`src/sar_pkg.sv`:
```
// Purpose: Shared constants and types of the converter controller
// Assumes: APB with 32-bit data, byte addresses as printed
// Notes:   Own registers sit above the divider register
`default_nettype none
package sar_pkg;
  // Register byte addresses
  localparam logic [31:0] ADDR_RESULT0  = 32'h5001_0D00;
  localparam logic [31:0] ADDR_TIMING   = 32'h5001_0D14;
  localparam logic [31:0] ADDR_FRONTEND = 32'h5001_0D18;
  localparam logic [31:0] ADDR_CONTROL  = 32'h5001_0D1C;
  localparam logic [31:0] ADDR_CHANNEL  = 32'h5001_0D20;
  localparam logic [31:0] ADDR_INTR     = 32'h5001_0D24;
  localparam logic [31:0] ADDR_CLKDIV   = 32'h5001_0D28;
  localparam logic [31:0] ADDR_RATE     = 32'h5001_0D2C;
  // Field positions
  localparam int POS_GAIN = 14, POS_MODE = 8, POS_FE_EN = 7, POS_EXT_CM = 0;
  localparam int POS_REPEAT = 18, POS_START = 16, POS_DIG_RST = 10, POS_CONV_EN = 0;
  localparam int POS_BATT = 31, POS_SLOT4 = 24, POS_SLOT3 = 16, POS_SLOT2 = 8, POS_SLOT1 = 3, POS_SEQLEN = 0;
  localparam int POS_IFLAG = 24, POS_DONE = 16, POS_ICLR = 8, POS_IENA = 0;
  localparam int POS_TDLY = 16, POS_TSEL = 8, POS_SAMP = 0;
  // Reset values
  localparam logic [1:0]  RST_GAIN   = 2'h1;
  localparam logic [1:0]  RST_MODE   = 2'h3;
  localparam logic [7:0]  RST_CLKDIV = 8'h05;
  localparam logic [3:0]  RST_TDLY   = 4'h8;
  localparam logic [3:0]  RST_SAMP   = 4'h7;
  localparam logic [3:0]  RST_TSEL   = 4'h0;
  localparam logic [15:0] RST_RATE   = 16'h0100;
  // Trigger sources
  localparam logic [3:0] TRIG_RATE = 4'h0;
  localparam logic [3:0] TRIG_SOFT = 4'h1;
  localparam logic [3:0] TRIG_RISE = 4'h2;
  localparam logic [3:0] TRIG_FALL = 4'h4;
  localparam logic [3:0] TRIG_PER  = 4'h8;
  localparam int NUM_SLOTS = 4;
  // Converter clock limit
  localparam int MCLK_HZ = 10_000_000;
  localparam int CONV_CLK_MAX_HZ = 4_000_000;
  localparam int MIN_CLKDIV = (MCLK_HZ + CONV_CLK_MAX_HZ - 1) / CONV_CLK_MAX_HZ;

  typedef enum logic [3:0] {
    ST_IDLE   = 4'b0001,
    ST_DELAY  = 4'b0010,
    ST_SAMPLE = 4'b0100,
    ST_CONV   = 4'b1000
  } seq_state_e;

  typedef struct packed {
    logic [1:0] gain;
    logic [1:0] input_mode;
    logic       fe_enable;
    logic       ext_cm;
    logic       batt_scale;
    logic       conv_enable;
  } afe_cfg_s;
endpackage
`default_nettype wire

```
`src/sar_adc_controller.sv`:
```
// Purpose: Sequencer, clock divider and APB registers of a SAR converter
// Assumes: Converter done and result arrive from the analog side unsynchronised
// Notes:   One APB wait state on every access
//
// Register access over APB was decided locally.
`default_nettype none
module sar_adc_controller
  import sar_pkg::*;
(
  input  wire logic        MCLK,
  input  wire logic        RST,
  input  wire logic        PSEL,
  input  wire logic        PENABLE,
  input  wire logic        PWRITE,
  input  wire logic [31:0] PADDR,
  input  wire logic [31:0] PWDATA,
  output logic      [31:0] PRDATA,
  output logic             PREADY,
  output logic             PSLVERR,
  input  wire logic        PWM_RISE,
  input  wire logic        PWM_FALL,
  input  wire logic        PWM_PERIOD,
  input  wire logic        DONE_STATUS,
  input  wire logic [15:0] CONV_RESULT,
  output afe_cfg_s         AFE_CFG,
  output logic       [4:0] INPUT_SELECT,
  output logic             CONV_CLK,
  output logic             SAMPLE,
  output logic             CONV_START,
  output logic             DIG_RESET,
  output logic             IRQ
);

  ////////////////////////////////////////////////////////////////
  // APB slave
  logic        setup_acc;
  logic        acc;
  logic        wr;
  logic        mapped;
  logic [31:0] rdata;
  assign setup_acc = PSEL & PENABLE & ~PREADY;
  assign acc = PSEL & PENABLE & PREADY;
  assign wr = acc & PWRITE;

  function automatic logic hit(input logic [31:0] a, input logic [31:0] b);
    return a == b;
  endfunction

  // Configuration registers
  logic [1:0]  gain_q, mode_q;
  logic        fe_en_q, ext_cm_q, repeat_q, conv_en_q, batt_q, iena_q;
  logic [4:0]  slot_sel_q [NUM_SLOTS];
  logic [2:0]  seqlen_q;
  logic [7:0]  clkdiv_q;
  logic [3:0]  tdly_q, tsel_q, samp_q;
  logic [15:0] rate_q;
  logic [15:0] result_q [NUM_SLOTS];
  logic        done_q, iflag_q, rate_run_q, dig_rst_q, iclr_q;
  seq_state_e  state_q;
  logic        busy;
  assign busy = (state_q != ST_IDLE) | rate_run_q;

  always_ff @(posedge MCLK) begin
    if (RST) begin
      gain_q    <= RST_GAIN;
      mode_q    <= RST_MODE;
      fe_en_q   <= 1'b0;
      ext_cm_q  <= 1'b0;
      repeat_q  <= 1'b0;
      conv_en_q <= 1'b0;
      batt_q    <= 1'b0;
      seqlen_q  <= 3'h0;
      clkdiv_q  <= RST_CLKDIV;
      tdly_q    <= RST_TDLY;
      tsel_q    <= RST_TSEL;
      samp_q    <= RST_SAMP;
      rate_q    <= RST_RATE;
      iena_q    <= 1'b0;
    end else if (wr) begin
      if (hit(PADDR, ADDR_FRONTEND)) begin
        gain_q   <= PWDATA[POS_GAIN+:2];
        mode_q   <= PWDATA[POS_MODE+:2];
        fe_en_q  <= PWDATA[POS_FE_EN];
        ext_cm_q <= PWDATA[POS_EXT_CM];
      end
      if (hit(PADDR, ADDR_CONTROL)) begin
        repeat_q  <= PWDATA[POS_REPEAT];
        conv_en_q <= PWDATA[POS_CONV_EN];
      end
      if (hit(PADDR, ADDR_CHANNEL)) begin
        batt_q   <= PWDATA[POS_BATT];
        seqlen_q <= PWDATA[POS_SEQLEN+:3];
      end
      if (hit(PADDR, ADDR_TIMING)) begin
        tdly_q <= PWDATA[POS_TDLY+:4];
        tsel_q <= PWDATA[POS_TSEL+:4];
        samp_q <= PWDATA[POS_SAMP+:4];
      end
      if (hit(PADDR, ADDR_INTR)) begin
        iena_q <= PWDATA[POS_IENA];
      end
      if (hit(PADDR, ADDR_CLKDIV)) begin
        clkdiv_q <= PWDATA[7:0];
      end
      if (hit(PADDR, ADDR_RATE)) begin
        rate_q <= PWDATA[15:0];
      end
    end
  end

  // Slot input selects share one code table
  always_ff @(posedge MCLK) begin
    if (RST) begin
      for (int i = 0; i < NUM_SLOTS; i++) begin
        slot_sel_q[i] <= 5'h00;
      end
    end else if (wr && hit(PADDR, ADDR_CHANNEL)) begin
      slot_sel_q[0] <= PWDATA[POS_SLOT1+:5];
      slot_sel_q[1] <= PWDATA[POS_SLOT2+:5];
      slot_sel_q[2] <= PWDATA[POS_SLOT3+:5];
      slot_sel_q[3] <= PWDATA[POS_SLOT4+:5];
    end
  end

  // Self-clearing command pulses
  logic start_wr, start_one;
  assign start_wr = wr & hit(PADDR, ADDR_CONTROL);
  assign start_one = start_wr & PWDATA[POS_START];
  always_ff @(posedge MCLK) begin
    if (RST) begin
      dig_rst_q <= 1'b0;
      iclr_q    <= 1'b0;
    end else begin
      dig_rst_q <= start_wr & PWDATA[POS_DIG_RST];
      iclr_q    <= wr & hit(PADDR, ADDR_INTR) & PWDATA[POS_ICLR];
    end
  end

  always_comb begin
    mapped = 1'b1;
    rdata  = 32'h0000_0000;
    if (PADDR[31:4] == ADDR_RESULT0[31:4] && PADDR[1:0] == 2'h0) begin
      rdata[15:0] = result_q[PADDR[3:2]];
    end else if (hit(PADDR, ADDR_TIMING)) begin
      rdata[POS_TDLY+:4] = tdly_q;
      rdata[POS_TSEL+:4] = tsel_q;
      rdata[POS_SAMP+:4] = samp_q;
    end else if (hit(PADDR, ADDR_FRONTEND)) begin
      rdata[POS_GAIN+:2] = gain_q;
      rdata[POS_MODE+:2] = mode_q;
      rdata[POS_FE_EN]   = fe_en_q;
      rdata[POS_EXT_CM]  = ext_cm_q;
    end else if (hit(PADDR, ADDR_CONTROL)) begin
      rdata[POS_REPEAT]  = repeat_q;
      rdata[POS_START]   = busy;
      rdata[POS_CONV_EN] = conv_en_q;
    end else if (hit(PADDR, ADDR_CHANNEL)) begin
      rdata[POS_BATT]     = batt_q;
      rdata[POS_SLOT4+:5] = slot_sel_q[3];
      rdata[POS_SLOT3+:5] = slot_sel_q[2];
      rdata[POS_SLOT2+:5] = slot_sel_q[1];
      rdata[POS_SLOT1+:5] = slot_sel_q[0];
      rdata[POS_SEQLEN+:3] = seqlen_q;
    end else if (hit(PADDR, ADDR_INTR)) begin
      rdata[POS_IFLAG] = iflag_q;
      rdata[POS_DONE]  = done_q;
      rdata[POS_IENA]  = iena_q;
    end else if (hit(PADDR, ADDR_CLKDIV)) begin
      rdata[7:0] = clkdiv_q;
    end else if (hit(PADDR, ADDR_RATE)) begin
      rdata[15:0] = rate_q;
    end else begin
      mapped = 1'b0;
    end
  end

  always_ff @(posedge MCLK) begin
    if (RST) begin
      PREADY  <= 1'b0;
      PSLVERR <= 1'b0;
      PRDATA  <= 32'h0000_0000;
    end else begin
      PREADY  <= setup_acc;
      PSLVERR <= setup_acc & ~mapped;
      if (setup_acc && !PWRITE) begin
        PRDATA <= rdata;
      end
    end
  end

  ////////////////////////////////////////////////////////////////
  // Converter clock divider
  logic [7:0] div_cnt_q;
  logic       tick;
  assign tick = (div_cnt_q >= clkdiv_q - 8'h01) | (clkdiv_q == 8'h00);
  always_ff @(posedge MCLK) begin
    if (RST || dig_rst_q || !conv_en_q) begin
      div_cnt_q <= 8'h00;
      CONV_CLK  <= 1'b0;
    end else begin
      div_cnt_q <= tick ? 8'h00 : div_cnt_q + 8'h01;
      CONV_CLK  <= (tick ? 8'h00 : div_cnt_q + 8'h01) < {1'b0, clkdiv_q[7:1]};
    end
  end

  // Rate generator for the rate trigger source
  logic [15:0] rate_cnt_q;
  logic        rate_tick;
  assign rate_tick = rate_run_q & (rate_cnt_q == 16'h0000);
  always_ff @(posedge MCLK) begin
    if (RST || dig_rst_q || !conv_en_q) begin
      rate_run_q <= 1'b0;
      rate_cnt_q <= 16'h0000;
    end else if (start_wr && tsel_q == TRIG_RATE) begin
      rate_run_q <= PWDATA[POS_START];
      rate_cnt_q <= rate_q;
    end else if (rate_run_q) begin
      rate_cnt_q <= rate_tick ? rate_q : rate_cnt_q - 16'h0001;
    end
  end

  // Converter answer synchronisers
  logic        done_s1, done_s2, done_s3;
  logic [15:0] res_s1, res_s2;
  logic        conv_fin;
  assign conv_fin = done_s2 & ~done_s3;
  always_ff @(posedge MCLK) begin
    if (RST) begin
      {done_s1, done_s2, done_s3} <= 3'h0;
      res_s1 <= 16'h0000;
      res_s2 <= 16'h0000;
    end else begin
      {done_s1, done_s2, done_s3} <= {DONE_STATUS, done_s1, done_s2};
      res_s1 <= CONV_RESULT;
      res_s2 <= res_s1;
    end
  end

  ////////////////////////////////////////////////////////////////
  // Sequencer
  logic       trig;
  logic [1:0] slot_q;
  logic [1:0] last_slot;
  logic [3:0] cyc_q;
  logic       seq_end;
  always_comb begin
    case (tsel_q)
      TRIG_SOFT: trig = start_one;
      TRIG_RISE: trig = PWM_RISE;
      TRIG_FALL: trig = PWM_FALL;
      TRIG_PER:  trig = PWM_PERIOD;
      TRIG_RATE: trig = rate_tick;
      default:   trig = 1'b0;
    endcase
  end
  assign last_slot = (seqlen_q == 3'h0) ? 2'h0 : (seqlen_q >= 3'h4) ? 2'h3 : 2'(seqlen_q - 3'h1);
  assign seq_end = (state_q == ST_CONV) & conv_fin & (slot_q == last_slot);

  always_ff @(posedge MCLK) begin
    if (RST || dig_rst_q || !conv_en_q) begin
      state_q    <= ST_IDLE;
      slot_q     <= 2'h0;
      cyc_q      <= 4'h0;
      CONV_START <= 1'b0;
    end else begin
      CONV_START <= 1'b0;
      case (state_q)
        ST_IDLE: begin
          if (trig) begin
            state_q <= ST_DELAY;
            slot_q  <= 2'h0;
            cyc_q   <= tdly_q;
          end
        end
        ST_DELAY: begin
          if (tick) begin
            if (cyc_q == 4'h0) begin
              state_q <= ST_SAMPLE;
              cyc_q   <= samp_q;
            end else begin
              cyc_q <= cyc_q - 4'h1;
            end
          end
        end
        ST_SAMPLE: begin
          if (tick) begin
            if (cyc_q == 4'h0) begin
              state_q    <= ST_CONV;
              CONV_START <= 1'b1;
            end else begin
              cyc_q <= cyc_q - 4'h1;
            end
          end
        end
        ST_CONV: begin
          if (conv_fin) begin
            cyc_q <= samp_q;
            if (slot_q != last_slot) begin
              slot_q  <= slot_q + 2'h1;
              state_q <= ST_SAMPLE;
            end else if (repeat_q) begin
              slot_q  <= 2'h0;
              state_q <= ST_SAMPLE;
            end else begin
              state_q <= ST_IDLE;
            end
          end
        end
        default: state_q <= ST_IDLE;
      endcase
    end
  end

  // Results stored per slot
  always_ff @(posedge MCLK) begin
    if (RST || dig_rst_q) begin
      for (int i = 0; i < NUM_SLOTS; i++) begin
        result_q[i] <= 16'h0000;
      end
    end else if (state_q == ST_CONV && conv_fin) begin
      result_q[slot_q] <= res_s2;
    end
  end

  // Done status and interrupt flag; set beats clear
  always_ff @(posedge MCLK) begin
    if (RST || dig_rst_q) begin
      done_q  <= 1'b0;
      iflag_q <= 1'b0;
    end else begin
      if (seq_end) begin
        done_q <= 1'b1;
      end else if (trig && state_q == ST_IDLE) begin
        done_q <= 1'b0;
      end
      if (seq_end) begin
        iflag_q <= 1'b1;
      end else if (iclr_q) begin
        iflag_q <= 1'b0;
      end
    end
  end

  ////////////////////////////////////////////////////////////////
  // Analog side outputs and interrupt output
  always_ff @(posedge MCLK) begin
    if (RST) begin
      AFE_CFG      <= '{gain: RST_GAIN, input_mode: RST_MODE, default: 1'b0};
      INPUT_SELECT <= 5'h00;
      SAMPLE       <= 1'b0;
      DIG_RESET    <= 1'b0;
      IRQ          <= 1'b0;
    end else begin
      AFE_CFG      <= '{gain: gain_q, input_mode: mode_q, fe_enable: fe_en_q, ext_cm: ext_cm_q,
                        batt_scale: batt_q, conv_enable: conv_en_q};
      INPUT_SELECT <= slot_sel_q[slot_q];
      SAMPLE       <= state_q == ST_SAMPLE;
      DIG_RESET    <= dig_rst_q;
      IRQ          <= iflag_q & iena_q;
    end
  end
endmodule
`default_nettype wire

```
`config.mk`:
```
export PLATFORM = sky130hd
export DESIGN_NAME = sar_adc_controller
export DESIGN_NICKNAME = d
export VERILOG_FILES = /design/src/sar_pkg.sv /design/src/sar_adc_controller.sv
export SDC_FILE = /design/constraint.sdc
export NUM_CORES = 1
export LEC_CHECK = 0
export ABC_AREA = 0
export BUFFER_PORTS_ARGS = -buffer_cell sky130_fd_sc_hd__buf_2
export CAP_MARGIN = 25
export CORE_ASPECT_RATIO = 1.25
export CORE_MARGIN = 1.5
export CORE_UTILIZATION = 58
export CTS_BUF_LIST = sky130_fd_sc_hd__clkbuf_16
export CTS_CLUSTER_DIAMETER = 40
export DETAILED_ROUTE_END_ITERATION = 8
export PLACE_DENSITY = 0.85
export SYNTH_ARGS = -nofsm -noshare
export SYNTH_HDL_FRONTEND = slang
export SYNTH_SLANG_ARGS = --single-unit
export TNS_END_PERCENT = 100
```
`constraint.sdc`:
```
create_clock -name MCLK -period 4.5 [get_ports MCLK]
set_input_delay 0.45 -clock MCLK [delete_from_list [all_inputs] [get_ports MCLK]]
set_output_delay 0.45 -clock MCLK [all_outputs]
set_load 0.01 [all_outputs]
```
==> results.yml, run 1 <==
status:
  status: "complete, no violations"
place:
  numPortBuffers: 130
  gp_congestion: 0.952
  dp_hpwl_um: 20800
min_path:
  hold_path_end: "res_s1[0]"
  hp-start: "CONV_RESULT[0]"
  hold_path_class: "in -> reg"
  hold_depth: 2
routing:
  dr.pass1.iters: 5
  drc: 0
  route.vias.total: 9271
  finalWirelength_um: 30300
  drtAntennaViolNets: 0
  post_drt_wl_per_cell_um: 20.1
  drt_iter0_drc: 852
  viasPerCell: 6.15
setup_path:
  path_class: "reg -> reg"
  cp.arrival_ns: 4.15
  path_max_fanout: 12
  r2r-end: "CONV_CLK"
  rr_startpoint: "clkdiv_q[2]"
  r2r_cells: 16
  critical_path_required_ns: 4.93
  crit_path_end_kind: "flip-flop"
  start_kind: "flip-flop"
  reg2reg_slack_ns: 0.77
yosys:
  synth_ff_type: "dfxtp_1"
  synthArstFlopShare: 0
  synth_fa_ha_area_frac: 0.0238
  synth_area_um2: 11500
  ys_ff_latch: 254
  synth-edff-count: 84
  syn_avg_cell_area_um2: 10.5
  synth_top_family_by_area: "simple AND/OR/NAND/NOR gates"
  ys.warnings.count: 0
  yosys-mux-area-fraction: 0.0730
  yosysSeqAreaShare: 0.513
  synth-xor-area-share: 0.0106
  ys_types: 78
  yosys.area_share.simple: 0.231
  synth_compound_area_frac: 0.114
  syn_inst: 1104
clocking:
  cts.sinks: 254
  root_buffer: "clkbuf_16"
  ctsResizeCount: 0
  h-tree-depth: 1
  clock_latency_ns: 0.56
  cts_buffer_depth: 3
  holdBufCountCts: 0
  cts_setup_buffers: 0
  cts_buffers: 29
  cts_tree: "done"
  clk_pin_slew_ns: 0.06
cells_and_area:
  most-common-layout-cells: "dfxtp_1, buf_2, nor2_1, nand2_1, edfxtp_1"
  drive_above_1_share: 0.209
  multi_input_area_um2: 5280
  regArea_um2: 5930
  final_common_cell: "dfxtp_1"
  fill_cells: 1442
  fin_nets: 1330
  syn2layout_area_growth_pct: 16.4
timing:
  fin_tns_setup_ns: 0
  worst_pin_slew_ns: 1.04
  finalCriticalPeriod_ns: 3.73
  whs_ns: 0.0929
  fin_worst_skew_ns: 0.0237
  min_period_over_period: 0.828
  hold_viol_final: 0
  fmax_mhz: 268
  relSlewSlack: 0.300
  drv_slew: 0
  grt_setup_unrepaired: "false"
  setup_viol: 0
grt:
  grt.overflow.total: 0
  grt_pass1_vias: 8966
  grt_max_degree: 74
  antenna_found_initial: 2
  grt_pass1_wl_um: 47100
  grt_use_total: 0.292
pwr:
  ir_worst_vdd_mv: 0.510
  p_leak_uw: 0.00526
  powerDensity_nw_per_um2: 378
floorplanning:
  rows: 57
  dieArea_um2: 20800
  core-area_um2: 19500
  initial_utilization: 0.593
  chipHeight_um: 161
  ios: 141
  die_x_um: 129
run:
  cap_violations: 0
==> worst max-delay path: stages, from the launching register on <==
cell and delay (ns):
dfxtp_1 0.36, nor4_1 0.46, nand4_1 0.20, xnor2_1 0.16, ha_1 0.31, and4_1 0.18, o21ai_0 0.08, o211ai_1 0.16
buf_4 0.21, nor2_1 0.07, ha_1 0.29, a211o_1 0.29, a21oi_1 0.15, a21oi_1 0.10, a21boi_0 0.18, nor2_1 0.05
a2111oi_0 0.36
==> metrics by stage <==
stage	cell area (um2)	util	power, uW	instances	worst slack [ns]
after floorplan	11600	-	2610	1108	0.979
after global placement	12400	0.637	2700	1452	0.847
after detailed placement	12400	0.639	2710	1453	0.803
after CTS	13400	0.690	5080	1507	0.786
after global routing	13400	0.690	5210	1508	0.444
final	13400	0.690	5070	1508	0.775
==> worst max path at each step <==
stage,start,to,slack [ns],depth (start not counted)
after floorplan,clkdiv_q[2],CONV_CLK,0.98,16
after global routing,clkdiv_q[2],CONV_CLK,0.44,16
final,clkdiv_q[2],CONV_CLK,0.77,16
after global placement,clkdiv_q[2],CONV_CLK,0.85,16
after detailed placement,clkdiv_q[2],CONV_CLK,0.80,16
after CTS,clkdiv_q[2],CONV_CLK,0.79,16
==> cells by family (layout without fill, tap and decap cells) <==
family / count (synthesis) / after routing
fa+ha+maj: 22 / 22
other cells: 1 / 6
mux: 58 / 58
flops: 254 / 254
buf+inv: 92 / 226
xor+xnor: 14 / 14
simple gates: 475 / 475
compound gates: 188 / 188
==> synthesized netlist by cell type (all sizes together) (7+ instances only) <==
cell / instances / area [um2]
a22oi: 7 / 52.6
buf: 21 / 125
ha: 22 / 275
nor2: 102 / 385
a211oi: 13 / 97.6
and3: 43 / 269
a211o: 11 / 96.3
a221oi: 14 / 123
nor4: 12 / 121
nand3: 20 / 105
inv: 24 / 90.1
nor4b: 8 / 134
o21ai: 20 / 100
nand2b: 16 / 100
or2: 7 / 43.8
mux2i: 37 / 370
nor2b: 55 / 344
clkbuf: 47 / 176
nor3: 41 / 244
and2: 54 / 338
xnor2: 8 / 70.1
a21oi: 54 / 270
nand2: 88 / 330
mux4: 21 / 473
edfxtp: 84 / 2520
dfxtp: 170 / 3400
==> report_power, final <==
part / internal (uW) / switching (uW) / leakage (uW) / total (uW)
Sequential: 2420 / 23.6 / 0.00220 / 2450
Clock: 1410 / 997 / 0.000475 / 2400
Combinational: 89.3 / 132 / 0.00259 / 221
==> flip-flops by register name, summed over array words and instances (netlist names), 2 cells and up <==
signal	count
rate_q	16
gain_q	2
cyc_q	4
clkdiv_q	8
slot_sel_q	20
mode_q	2
tsel_q	4
div_cnt_q	8
res_s2	16
state_q	4
AFE_CFG	8
samp_q	4
INPUT_SELECT	5
res_s1	16
PRDATA	27
tdly_q	4
slot_q	2
result_q	64
rate_cnt_q	16
seqlen_q	3
==> metal layers <==
| layer | routed length, um | GRT usage | part of all wire | up-vias |
|---|---|---|---|---|
| met5 | 7 | 0 | 0.00023 | - |
| met4 | 1630 | 0.152 | 0.054 | 2 |
| met3 | 2820 | 0.0473 | 0.093 | 131 |
| met2 | 14800 | 0.492 | 0.49 | 518 |
| met1 | 11000 | 0.357 | 0.36 | 4375 |
| li1 | - | - | - | 4245 |
==> cell type report <==
cell class              count  share of cell area
clock buffers              30              0.0559
inverters                  24             0.00671
diodes                      1            0.000186
multi-input cells         762               0.393
clock inverters            24              0.0182
flip-flops and latches    254               0.441
well taps                 265              0.0247
repair buffers            148              0.0602
Power figures use the tool's default switching activity.
==> inputs of run 2 (changes only) <==
CORE_UTILIZATION = 53   (was 58)
PLACE_DENSITY = 0.82   (was 0.85)
clock period = 3.36 ns   (was 4.5 ns; I/O delays follow)
==> results.yml, run 2 (same netlist as run 1, synthesis figures left out) <==
setup_path:
  critPathSlowestCell: "dfxtp_4"
  path_max_fanout: 5
  critical_path_required_ns: 3.83
  cp.arrival_ns: 3.67
  critical-path-top-cell-by-count: "buf_4"
  start_kind: "flip-flop"
  path_cells: "nor4_4 > nand4_1 > xnor2_1 > ha_1 > and4_1 > o21ai_1 > o211ai_1 > buf_4 > buf_6 > nor2_1 > ha_2 > a21o_1 > a21oi_2 > buf_4 > nand2_4 > a2111oi_4"
  critPathMaxStageDelay_ns: 0.36
  crit_path_end_kind: "flip-flop"
  path_class: "reg -> reg"
floorplanning:
  ios: 141
  core-area_um2: 21500
  dieArea_um2: 22700
  initial_utilization: 0.538
  chipHeight_um: 168
  die_x_um: 135
  rows: 60
timing:
  hold_viol_final: 0
  relSlewSlack: 0.494
  finalCriticalPeriod_ns: 3.20
  worst_pin_slew_ns: 0.758
  drv_slew: 0
  fmax_mhz: 313
  setup_viol: 0
  fin_worst_skew_ns: 0.0113
  grt_setup_unrepaired: "true"
  min_period_over_period: 0.952
place:
  dp_hpwl_um: 21500
  dpl_cell_area_um2: 12700
  numPortBuffers: 130
  gp_congestion: 0.924
grt:
  grt.overflow.total: 0
  antenna_found_initial: 0
  grt_max_degree: 102
  grt_pass1_wl_um: 48700
  grt_use_total: 0.274
  grt_pass1_vias: 9057
pwr:
  powerDensity_nw_per_um2: 493
  ir_worst_vdd_mv: 0.441
  total_power_uw: 6930
  p_leak_uw: 0.00558
cells_and_area:
  fill_cells: 1646
  most-common-layout-cells: "dfxtp_1, buf_2, nor2_1, nand2_1, edfxtp_1"
  utilization: 0.656
  regMostFlops: "result_q"
  fin_nets: 1388
  syn2layout_area_growth_pct: 21.9
  drive_above_1_share: 0.234
  reg_top3: "result_q x64, PRDATA x27, slot_sel_q x20"
  diodes: 0
  multi_input_area_um2: 5350
  stdcell_area_um2: 14100
  regArea_um2: 5930
  largest_register_ffs: 64
  final_common_cell: "dfxtp_1"
routing:
  drtAntennaViolNets: 0
  dr.pass1.iters: 6
  post_drt_wl_per_cell_um: 19.7
  finalWirelength_um: 31100
  viasPerCell: 5.94
  drt_iter0_drc: 740
  drc: 0
  route.vias.total: 9389
clocking:
  clk_pin_slew_ns: 0.06
  root_buffer: "clkbuf_16"
  cts_buffers: 30
  cts_buffer_depth: 3
  clock_latency_ns: 0.57
  h-tree-depth: 1
  cts_tree: "done"
  cts.sinks: 254
min_path:
  hold_path_class: "in -> reg"
run:
  cap_violations: 0
status:
  status: "complete, no violations"
==> run 2: critical path: cells and delay by family, from the launching register on <==
family,cells,cell delay [ns]
compound gates,5,0.98
xor+xnor,1,0.15
fa+ha+maj,2,0.46
buf+inv,3,0.44
flops,1,0.36
simple gates,5,0.71
==> run 2: what timing repair did <==
item,in CTS,in global routing
hold buffers,19,0
hold endpoints to repair,19,0
endpoints found under the setup margin,1,1
setup buffers,0,2
pin swaps,5,12
resized for setup,7,14
==> run 2: path summary, 6_finish.rpt <==
| kind | start | to | slack (ns) | depth (start not counted) |
|---|---|---|---|---|
| min reg2reg | res_s1[3] | res_s2[3] | 0.44 | 1 |
| max | clkdiv_q[2] | CONV_CLK | 0.16 | 16 |
| min | PWDATA[31] | batt_q | 0.009 | 3 |
| max reg2reg | clkdiv_q[2] | CONV_CLK | 0.16 | 16 |
==> run 2: layout make-up <==
type | count | share of cell area
multi-input combinational | 762 | 0.380
clock inverter | 24 | 0.0175
inverter | 24 | 0.00640
tap | 279 | 0.0248
sequential | 254 | 0.421
clock buffer | 32 | 0.0569
timing repair buffer | 205 | 0.0929
==> run 2: power by group <==
part / switching [uW] / internal, uW / leakage, uW
registers: 32.9 / 3240 / 0.00220
logic: 185 / 143 / 0.00287
clock network: 1400 / 1930 / 0.000512
total: 1620 / 5320 / 0.00558
==> run 2: routing by layer <==
| metal | vias up | global-route usage | share of wire |
|---|---|---|---|
| li1 | 4347 | - | - |
| met1 | 4461 | 0.342 | 0.38 |
| met2 | 499 | 0.466 | 0.49 |
| met3 | 82 | 0.0512 | 0.092 |
| met4 | 0 | 0.115 | 0.039 |
| met5 | - | 0 | 0 |
==> run 2: per-stage QoR <==
step | hold WS [ns] | cells | TNS (ns) | worst slack [ns]
4_1_cts | 0.00197 | 1576 | 0 | 0.0136
2_1_floorplan | 0.414 | 1108 | 0 | 0.00426
6_report | 0.00884 | 1580 | 0 | 0.161
3_3_place_gp | 0.417 | 1501 | -0.0896 | -0.0896
5_1_grt | 0.0143 | 1580 | -0.0310 | -0.0310
3_5_place_dp | 0.423 | 1501 | -0.246 | -0.246
